`src/rtl/rps_pkg.sv`:
```
/*
 * rps_pkg: register map, field positions, reset values and decoded
 * configuration types for the protocol select and tx framing options block.
 * assumes a single 50 MHz clock domain and a 32-bit avalon-mm register bus.
 */
package rps_pkg;

   // ****************************************************************
   // register map
   // ****************************************************************
   localparam logic [7:0]  PROTO_SEL_IDX   = 8'h01;
   localparam logic [7:0]  TX_FRAME_IDX    = 8'h02;
   localparam logic [7:0]  CFG_STATUS_IDX  = 8'h10;
   localparam logic [7:0]  PROTO_SEL_RST   = 8'h02;
   localparam logic [7:0]  TX_FRAME_RST    = 8'h00;
   localparam logic [31:0] UNMAPPED_DATA   = 32'h0000_0000;

   // ****************************************************************
   // protocol select field positions
   // ****************************************************************
   localparam int PS_FAMILY_BIT = 5;
   localparam int PS_EMUL_BIT   = 2;

   // ****************************************************************
   // tx framing options field positions
   // ****************************************************************
   localparam int TF_GUARD_LSB  = 5;
   localparam int TF_EOF_LOW    = 4;
   localparam int TF_SOF_HIGH   = 3;
   localparam int TF_SOF_LOW    = 2;
   localparam int TF_GUARD_LAST = 1;
   localparam int TF_LAYER4     = 0;

   // ****************************************************************
   // frame timing in elementary time units
   // ****************************************************************
   localparam logic [3:0] EOF_LOW_LONG_ETU   = 4'd11;
   localparam logic [3:0] EOF_LOW_SHORT_ETU  = 4'd10;
   localparam logic [3:0] SOF_HIGH_LONG_ETU  = 4'd3;
   localparam logic [3:0] SOF_HIGH_SHORT_ETU = 4'd2;
   localparam logic [3:0] SOF_LOW_LONG_ETU   = 4'd11;
   localparam logic [3:0] SOF_LOW_SHORT_ETU  = 4'd10;

   // ****************************************************************
   // decoded configuration types
   // ****************************************************************
   typedef enum logic [3:0] {
      PROTO_VICINITY,
      PROTO_PROX_A,
      PROTO_PROX_B,
      PROTO_MANCHESTER,
      PROTO_NFC,
      PROTO_EMUL_A,
      PROTO_EMUL_B,
      PROTO_INVALID
   } rps_proto_type;

   // receive rate codes: 0 = 6.62/6.67k, 1 = 26.48/26.69k, 2 = 106k, 3 = 212k, 4 = 424k, 5 = 848k, 6 = none
   typedef enum logic [2:0] {
      RATE_VIC_LOW,
      RATE_VIC_HIGH,
      RATE_106K,
      RATE_212K,
      RATE_424K,
      RATE_848K,
      RATE_NONE
   } rps_rate_type;

   typedef struct packed {
      rps_proto_type proto;
      rps_rate_type  rate;
      logic          double_subcarrier;
      logic          coding_256;
      logic          nfc_family;
   } rps_proto_cfg_type;

   typedef struct packed {
      logic [2:0] guard_etu;
      logic       guard_after_last;
      logic [3:0] eof_low_etu;
      logic [3:0] sof_high_etu;
      logic [3:0] sof_low_etu;
      logic       layer4_enable;
      logic       layer4_bit;
   } rps_tx_cfg_type;

endpackage : rps_pkg

```
`src/rtl/rps_proto_decode.sv`:
```
/*
 * rps_proto_decode: combinational decode of the protocol select register
 * into protocol, rate and coding choices.
 * assumes the register value is stable and registered upstream.
 */
module rps_proto_decode
   import rps_pkg::*;
(
   input  wire logic [7:0]        i_select, // protocol select register value
   output rps_proto_cfg_type      o_cfg     // decoded configuration
);

   // ****************************************************************
   // low two bits to a 106..848k rate
   // ****************************************************************
   function automatic rps_rate_type rate_of(input logic [1:0] code);
      unique case (code)
         2'b00: rate_of = RATE_106K;
         2'b01: rate_of = RATE_212K;
         2'b10: rate_of = RATE_424K;
         2'b11: rate_of = RATE_848K;
      endcase
   endfunction : rate_of

   always_comb begin
      o_cfg                   = '0;
      o_cfg.proto             = PROTO_INVALID;
      o_cfg.rate              = RATE_NONE;
      o_cfg.nfc_family        = i_select[PS_FAMILY_BIT];
      if (i_select[PS_FAMILY_BIT]) begin
         if (i_select[PS_EMUL_BIT]) begin
            unique case (i_select[1:0])
               2'b00: o_cfg.proto = PROTO_EMUL_A;
               2'b01: o_cfg.proto = PROTO_EMUL_B;
               default: o_cfg.proto = PROTO_INVALID;
            endcase
            if (i_select[1] == 1'b0) begin
               o_cfg.rate = RATE_106K;
            end
         end else begin
            if (i_select[1:0] != 2'b00) begin
               o_cfg.proto = PROTO_NFC;
               o_cfg.rate  = (i_select[1:0] == 2'b01) ? RATE_106K :
                             (i_select[1:0] == 2'b10) ? RATE_212K : RATE_424K;
            end
         end
      end else begin
         unique case (i_select[4:2])
            3'b000, 3'b001: begin
               o_cfg.proto             = PROTO_VICINITY;
               o_cfg.coding_256        = i_select[0];
               o_cfg.rate              = i_select[1] ? RATE_VIC_HIGH : RATE_VIC_LOW;
               o_cfg.double_subcarrier = i_select[2];
            end
            3'b010: begin
               o_cfg.proto = PROTO_PROX_A;
               o_cfg.rate  = rate_of(i_select[1:0]);
            end
            3'b011: begin
               o_cfg.proto = PROTO_PROX_B;
               o_cfg.rate  = rate_of(i_select[1:0]);
            end
            3'b110: begin
               if (i_select[1]) begin
                  o_cfg.proto = PROTO_MANCHESTER;
                  o_cfg.rate  = i_select[0] ? RATE_424K : RATE_212K;
               end
            end
            default: o_cfg.proto = PROTO_INVALID;
         endcase
      end
   end

endmodule : rps_proto_decode

```
`src/rtl/rps_top.sv`:
```
/*
 * rps_top: protocol select and tx framing options register bank with an
 * avalon-mm slave, decode of both registers and a guard-time sequencer
 * that tells the framer when a character may follow.
 * assumes one 50 MHz clock, synchronous active-low reset, a framer that
 * pulses i_char_done per transmitted character and an etu tick input.
 */
//
// Summary of operation
// - vicinity mode: select bit 0 picks one-of-four or one-of-256 coding
// - vicinity single subcarrier: select bit 1 picks 6.62 or 26.48 kbps
// - select bit 2 with upper bits zero picks double subcarrier response
// - code 00010 is the reader default
// - codes 01000..01011 pick type A with rx rate 106..848 kbps
// - codes 01100..01111 pick type B with rx rate 106..848 kbps
// - nfc mode low bits pick 106, 212 or 424 kbps; 00 invalid
// - emulation low bits pick type A or B card; 10 and 11 invalid
// - type B tx inserts 0..7 etu guard time between characters
// - guard-after-last flag keeps guard after final byte, else omitted
// - end-of-frame low phase is 11 etu when set, 10 when clear
// - start-of-frame high phase is 3 etu when set, 2 when clear
// - type B start-of-frame low phase is 11 etu when set, 10 when clear
// - layer-4 flag drives select-acknowledge bit 6 only for type A or type A emulation in auto anticollision
// - tx options register resets to 0x00 on reset or enable low
// - select bit 5 picks reader family or nfc/emulation family
// - protocol register presets to 0x02 on reset or enable low
module rps_top
   import rps_pkg::*;
(
   input  wire logic              i_clock,          // 50 MHz system clock
   input  wire logic              i_nrst,           // synchronous reset, active low
   input  wire logic              i_enable,         // device enable, low holds presets
   input  wire logic [7:0]        i_avs_address,    // word index
   input  wire logic              i_avs_read,       // read request
   input  wire logic              i_avs_write,      // write request
   input  wire logic [31:0]       i_avs_writedata,  // write data
   input  wire logic [3:0]        i_avs_byteenable, // byte lanes
   output logic [31:0]            o_avs_readdata,   // read data
   output logic                   o_avs_waitrequest,// stall
   input  wire logic              i_auto_ac,        // automatic anticollision active
   input  wire logic              i_etu_tick,       // one pulse per elementary time unit
   input  wire logic              i_char_done,      // pulse: character sent
   input  wire logic              i_last_char,      // level: that character was final
   output rps_proto_cfg_type      o_proto_cfg,      // decoded protocol
   output rps_tx_cfg_type         o_tx_cfg,         // decoded framing
   output logic [7:0]             o_sak_response,   // select-acknowledge byte
   output logic                   o_char_ready      // next character may be sent
);

   // ****************************************************************
   // state
   // ****************************************************************
   typedef enum logic [1:0] {
      GS_IDLE,
      GS_GUARD
   } rps_guard_type;

   typedef struct packed {
      logic [7:0]    proto_sel;
      logic [7:0]    tx_frame;
      logic          ack;
      logic [31:0]   rdata;
      rps_guard_type guard;
      logic [2:0]    guard_cnt;
   } rps_state_type;

   rps_state_type state_reg;
   rps_state_type state_next;

   rps_proto_cfg_type proto_cfg;
   rps_tx_cfg_type    tx_cfg;

   // ****************************************************************
   // decoders
   // ****************************************************************
   rps_proto_decode u_proto (
      .i_select (state_reg.proto_sel),
      .o_cfg    (proto_cfg)
   );

   rps_tx_decode u_tx (
      .i_options (state_reg.tx_frame),
      .i_proto   (proto_cfg.proto),
      .i_auto_ac (i_auto_ac),
      .o_cfg     (tx_cfg)
   );

   // byte lane 0 merge; upper lanes hold nothing
   function automatic logic [7:0] merge_low(input logic [7:0] old_val,
                                            input logic [31:0] wdata,
                                            input logic [3:0] be);
      merge_low = be[0] ? wdata[7:0] : old_val;
   endfunction : merge_low

   // ****************************************************************
   // next state
   // ****************************************************************
   always_comb begin
      state_next     = state_reg;
      state_next.ack = 1'b0;
      if ((i_avs_read || i_avs_write) && !state_reg.ack) begin
         state_next.ack   = 1'b1;
         state_next.rdata = UNMAPPED_DATA;
         unique case (i_avs_address)
            PROTO_SEL_IDX: begin
               state_next.rdata = {24'h00_0000, state_reg.proto_sel};
               if (i_avs_write) begin
                  state_next.proto_sel = merge_low(state_reg.proto_sel, i_avs_writedata, i_avs_byteenable);
               end
            end
            TX_FRAME_IDX: begin
               state_next.rdata = {24'h00_0000, state_reg.tx_frame};
               if (i_avs_write) begin
                  state_next.tx_frame = merge_low(state_reg.tx_frame, i_avs_writedata, i_avs_byteenable);
               end
            end
            CFG_STATUS_IDX: begin
               state_next.rdata = {21'h00_0000, proto_cfg.nfc_family, proto_cfg.double_subcarrier,
                                   proto_cfg.coding_256, proto_cfg.rate, proto_cfg.proto,
                                   state_reg.guard == GS_GUARD};
            end
            default: state_next.rdata = UNMAPPED_DATA;
         endcase
      end

      // guard time sequencer for type B characters
      unique case (state_reg.guard)
         GS_IDLE: begin
            if (i_char_done && proto_cfg.proto == PROTO_PROX_B && tx_cfg.guard_etu != 3'd0 &&
                (tx_cfg.guard_after_last || !i_last_char)) begin
               state_next.guard     = GS_GUARD;
               state_next.guard_cnt = tx_cfg.guard_etu;
            end
         end
         GS_GUARD: begin
            if (i_etu_tick) begin
               state_next.guard_cnt = state_reg.guard_cnt - 3'd1;
               if (state_reg.guard_cnt == 3'd1) begin
                  state_next.guard = GS_IDLE;
               end
            end
         end
      endcase

      if (!i_enable) begin
         state_next.proto_sel = PROTO_SEL_RST;
         state_next.tx_frame  = TX_FRAME_RST;
         state_next.guard     = GS_IDLE;
         state_next.guard_cnt = 3'd0;
      end
   end

   // ****************************************************************
   // registers
   // ****************************************************************
   always_ff @(posedge i_clock) begin
      if (!i_nrst) begin
         state_reg           <= '0;
         state_reg.proto_sel <= PROTO_SEL_RST;
         state_reg.tx_frame  <= TX_FRAME_RST;
         state_reg.guard     <= GS_IDLE;
      end else begin
         state_reg <= state_next;
      end
   end

   // ****************************************************************
   // outputs
   // ****************************************************************
   assign o_avs_waitrequest = (i_avs_read || i_avs_write) && !state_reg.ack;
   assign o_avs_readdata    = state_reg.rdata;
   assign o_proto_cfg       = proto_cfg;
   assign o_tx_cfg          = tx_cfg;
   assign o_sak_response    = {1'b0, tx_cfg.layer4_bit, 6'b00_0000};
   assign o_char_ready      = (state_reg.guard == GS_IDLE);

endmodule : rps_top

```
`src/rtl/rps_tx_decode.sv`:
```
/*
 * rps_tx_decode: combinational decode of the tx framing options register
 * into guard time and frame lengths in elementary time units.
 * assumes the decoded protocol comes from rps_proto_decode.
 */
module rps_tx_decode
   import rps_pkg::*;
(
   input  wire logic [7:0]        i_options, // tx framing options value
   input  wire rps_proto_type     i_proto,   // decoded protocol
   input  wire logic              i_auto_ac, // automatic anticollision active
   output rps_tx_cfg_type         o_cfg      // decoded framing
);

   always_comb begin
      o_cfg                  = '0;
      if (i_proto == PROTO_PROX_B) begin
         o_cfg.guard_etu   = i_options[TF_GUARD_LSB +: 3];
         o_cfg.sof_low_etu = i_options[TF_SOF_LOW] ? SOF_LOW_LONG_ETU : SOF_LOW_SHORT_ETU;
      end
      o_cfg.guard_after_last = i_options[TF_GUARD_LAST];
      o_cfg.eof_low_etu      = i_options[TF_EOF_LOW] ? EOF_LOW_LONG_ETU : EOF_LOW_SHORT_ETU;
      o_cfg.sof_high_etu     = i_options[TF_SOF_HIGH] ? SOF_HIGH_LONG_ETU : SOF_HIGH_SHORT_ETU;
      o_cfg.layer4_enable    = i_auto_ac && (i_proto == PROTO_PROX_A || i_proto == PROTO_EMUL_A);
      o_cfg.layer4_bit       = o_cfg.layer4_enable & i_options[TF_LAYER4];
   end

endmodule : rps_tx_decode

```
`config.mk`:
```
export PLATFORM = sky130hd
export DESIGN_NAME = rps_top
export DESIGN_NICKNAME = d
export VERILOG_FILES = /design/src/rtl/rps_pkg.sv /design/src/rtl/rps_proto_decode.sv /design/src/rtl/rps_top.sv /design/src/rtl/rps_tx_decode.sv
export SDC_FILE = /design/constraint.sdc
export NUM_CORES = 1
export LEC_CHECK = 0
export BUFFER_PORTS_ARGS = -buffer_cell sky130_fd_sc_hd__buf_2
export CORE_UTILIZATION = 49
export DETAILED_ROUTE_END_ITERATION = 16
export GPL_TIMING_DRIVEN = 0
export PLACE_DENSITY = 0.86
export REMOVE_ABC_BUFFERS = 1
export SLEW_MARGIN = 0
export SYNTH_ARGS = -nofsm -noshare
export SYNTH_HDL_FRONTEND = slang
export SYNTH_SLANG_ARGS = --single-unit
```
`constraint.sdc`:
```
create_clock -name i_clock -period 2.8 [get_ports i_clock]
set_input_delay 0.28 -clock i_clock [delete_from_list [all_inputs] [get_ports i_clock]]
set_output_delay 0.28 -clock i_clock [all_outputs]
set_load 0.1 [all_outputs]
```
==> impl_metrics.toml <==
[run_status]
outcome = "finished clean"

[timing]
hold_viol = 0
slew_violations = 0
setup_viol = 0
rsz0062_at_grt = "yes"
fin_worst_skew_ns = 0.005707
max_freq_mhz = 374.1
relSlewSlack_pct = 57.44
post-route-period-util_pct = 95.46
worst_slack_ns = 0.1270
tightest_slew_ns = 0.6368
fin_crit_ns = 2.673

[place]
dp_hpwl_microns = 3647
postPlaceCellArea_sq_um = 2315
place_ws_ns = 0.4217
place_congestion = 0.8636
dp.cells = 357
portBuffers = 59

[floorplanning]
coreArea_sq_um = 4414
rows = 24
ioPinCount = 123
dieWidth_microns = 70.08
die_h_microns = 70.08
dieArea_sq_um = 4911
initial_utilization_pct = 51.45

[setup_path]
critPathTopFamily = "buffers and inverters"
critPathKind = "reg2out"
max_stage_delay_ns = 0.47
crit_fanout = 8
worstPathCellList = "inv_1 -> ha_1 -> a221oi_1 -> and3_1 -> and2_1 -> buf_2"
start_kind = "flip-flop"
crit_arrival_ns = 2.39
slowest_stage = "dfxtp_1"
worstSetupEndpointType = "primary output"
required_ns = 2.52
critPathBufInv = 2

[power]
p_clk_share_pct = 39.8
switchingPower_mw = 0.4317
total_power_mw = 1.226
p_int_mw = 0.7943
leakagePower_nw = 1.209
combPwrFrac_pct = 23.0
p_sw_share_pct = 35.21
p_per_area_nw_per_um2 = 502.2
seqPwrFrac_pct = 37.3
ir_worst_vdd_uv = 304.6

[clock_tree]
numCtsBuffers = 5
cts_tree = "built"
root_buffer = "clkbuf_8"
post_cts_resized = 0
insertion_delay_ns = 0.29
cts_hold_buf = 0
clk_pin_slew_ns = 0.07
h-tree-depth = 2
cts.sinks = 32
clk_path_buf_depth = 2
post_cts_buffers = 0

[synth]
yosysSeqAreaShare_pct = 28.21
yosysUniqueCellTypes = 50
async_reset_ff_share_pct = 0
syn-mean-instance-area_sq_um = 8.228
syn_area_sq_um = 2271
synth_ff_type = "dfxtp_1"
yosysWarningCount = 0
yosys-top-cells-area = "dfxtp_1 (28%), buf_4 (18%), mux2i_1 (7.5%), ha_1 (5.0%), nor2_1 (3.6%)"
synth_seq_cells = 32
yosysTopAreaCellShare_pct = 28.21
synth_top_area_cell = "dfxtp_1"
synth_edf_count = 0
synthCells = 276

[global_routing]
grt_pass1_wl_microns = 7500
grt_pass1_vias = 1588
grt_max_degree = 20
overflow = 0
antenna_found_initial = 0
grtUsageTotal_pct = 19.71

[finish]
fin_cells = 365
diodes = 0
drive_above_1_share_pct = 24.28
nets = 374
layout-area-overhead-vs-synth_pct = 7.493
largest_reg_flops = 21
fin_area_sq_um = 2441

[detailed_routing]
drt_pre_antenna_iters = 4
avgViaCountPerCell = 5.077
m1WireLength_microns = 2100
wirelength_microns = 4739
drcViolationCount = 0
top_layer = "met4"
dr_wl_met2_microns = 2232
met3_length_microns = 353
num_vias = 1853
drtAntennaViolNets = 0
wl_per_cell_microns = 12.98
drtIter0Drc = 100

[hold_path]
hold_path.class = "in2reg"

[run]
max_cap_viol_count = 0
## cell usage in the layout (no fill, tap or decap), types with 2 or more instances in the layout
cell type	synthesis	final
nand2b_1	5	5
o31ai_1	3	3
o21ai_0	9	9
nand3b_1	3	3
inv_1	8	8
a21boi_0	5	5
mux2i_1	17	17
nand2_1	19	19
xor2_1	2	2
a211oi_1	3	3
clkbuf_8	0	7
conb_1	2	36
nor3_1	3	3
nand3_1	7	7
a22oi_1	3	3
nand4_1	2	2
nand2_2	2	2
nor2b_1	5	5
nor2_1	22	22
a21oi_1	10	10
buf_2	4	59
ha_1	9	9
a31oi_1	2	2
a22o_1	6	6
dfxtp_1	32	32
a2bb2oi_1	2	2
and2_1	9	9
## layer usage
layer	global-route usage [%]	vias up
met1	24.93	842
li1	-	923
met4	6.000	0
met5	0	-
met3	6.926	5
met2	31.41	83
## cells in the mapped netlist, types with 3 or more instances
library cell   n
a211oi_1       3
a21boi_0       5
a21oi_1       10
a22o_1         6
a22oi_1        3
and2_1         9
buf_2          4
buf_4         53
clkbuf_1       7
dfxtp_1       32
ha_1           9
inv_1          8
mux2i_1       17
nand2_1       19
nand2b_1       5
nand3_1        7
nand3b_1       3
nor2_1        22
nor2b_1        5
nor3_1         3
o21ai_0        9
o31ai_1        3
## through the flow
| stage | hold slack (ns) | util [%] | TNS [ns] |
|---|---|---|---|
| after global routing | 0.2404 | 55.30 | -0.05048 |
| after detailed placement | 0.4404 | 52.44 | 0 |
| after floorplan | 0.3847 | - | -12.09 |
| final | 0.2341 | 55.30 | 0 |
| after CTS | 0.2360 | 55.30 | 0 |
| after global placement | 0.4362 | 52.44 | 0 |
## power groups by stage
stage	clock [mW]	sequential, mW	combinational, mW
5_1_grt	0.522	0.456	0.290
3_3_place_gp	0	0.467	0.279
6_report	0.488	0.457	0.282
3_5_place_dp	0	0.467	0.280
4_1_cts	0.494	0.457	0.280
2_1_floorplan	0	0.467	0.246
## worst paths after layout
path                                    startpoint           endpoint  slack, ns  depth (start not counted)
worst min register to register   o_avs_readdata[1]  o_avs_readdata[1]       0.45                          2
worst min-delay path            i_avs_writedata[3]      state_reg[41]       0.23                          3
worst max-delay path                 state_reg[47]        o_tx_cfg[0]       0.13                          6
worst max register to register       state_reg[47]  o_avs_readdata[5]       0.92                          7
## worst register-to-register path: stages (launching register included)
cell	delay, ns
dfxtp_1	0.47
inv_1	0.19
ha_1	0.24
o21ba_2	0.24
a211oi_1	0.06
o31ai_1	0.31
a21oi_1	0.11
a211oi_1	0.17
## cells by family after synthesis
logic type | synth area share (%)
simple gates | 21.05
flops | 28.21
compound gates | 15.76
other cells | 0.3307
xor+xnor | 1.157
fa+ha+maj | 4.959
buf+inv | 21.05
mux | 7.493
## cell type report
| type | instances | area (sq um) |
|---|---|---|
| multi-input combinational | 205 | 1280 |
| fill | 417 | 1973 |
| clock inverter | 1 | 30.03 |
| timing repair buffer | 59 | 295.3 |
| inverter | 9 | 33.78 |
| tap | 52 | 65.06 |
| clock buffer | 7 | 96.34 |
| sequential | 32 | 640.6 |
No activity file was read; power rests on OpenSTA's default activity.
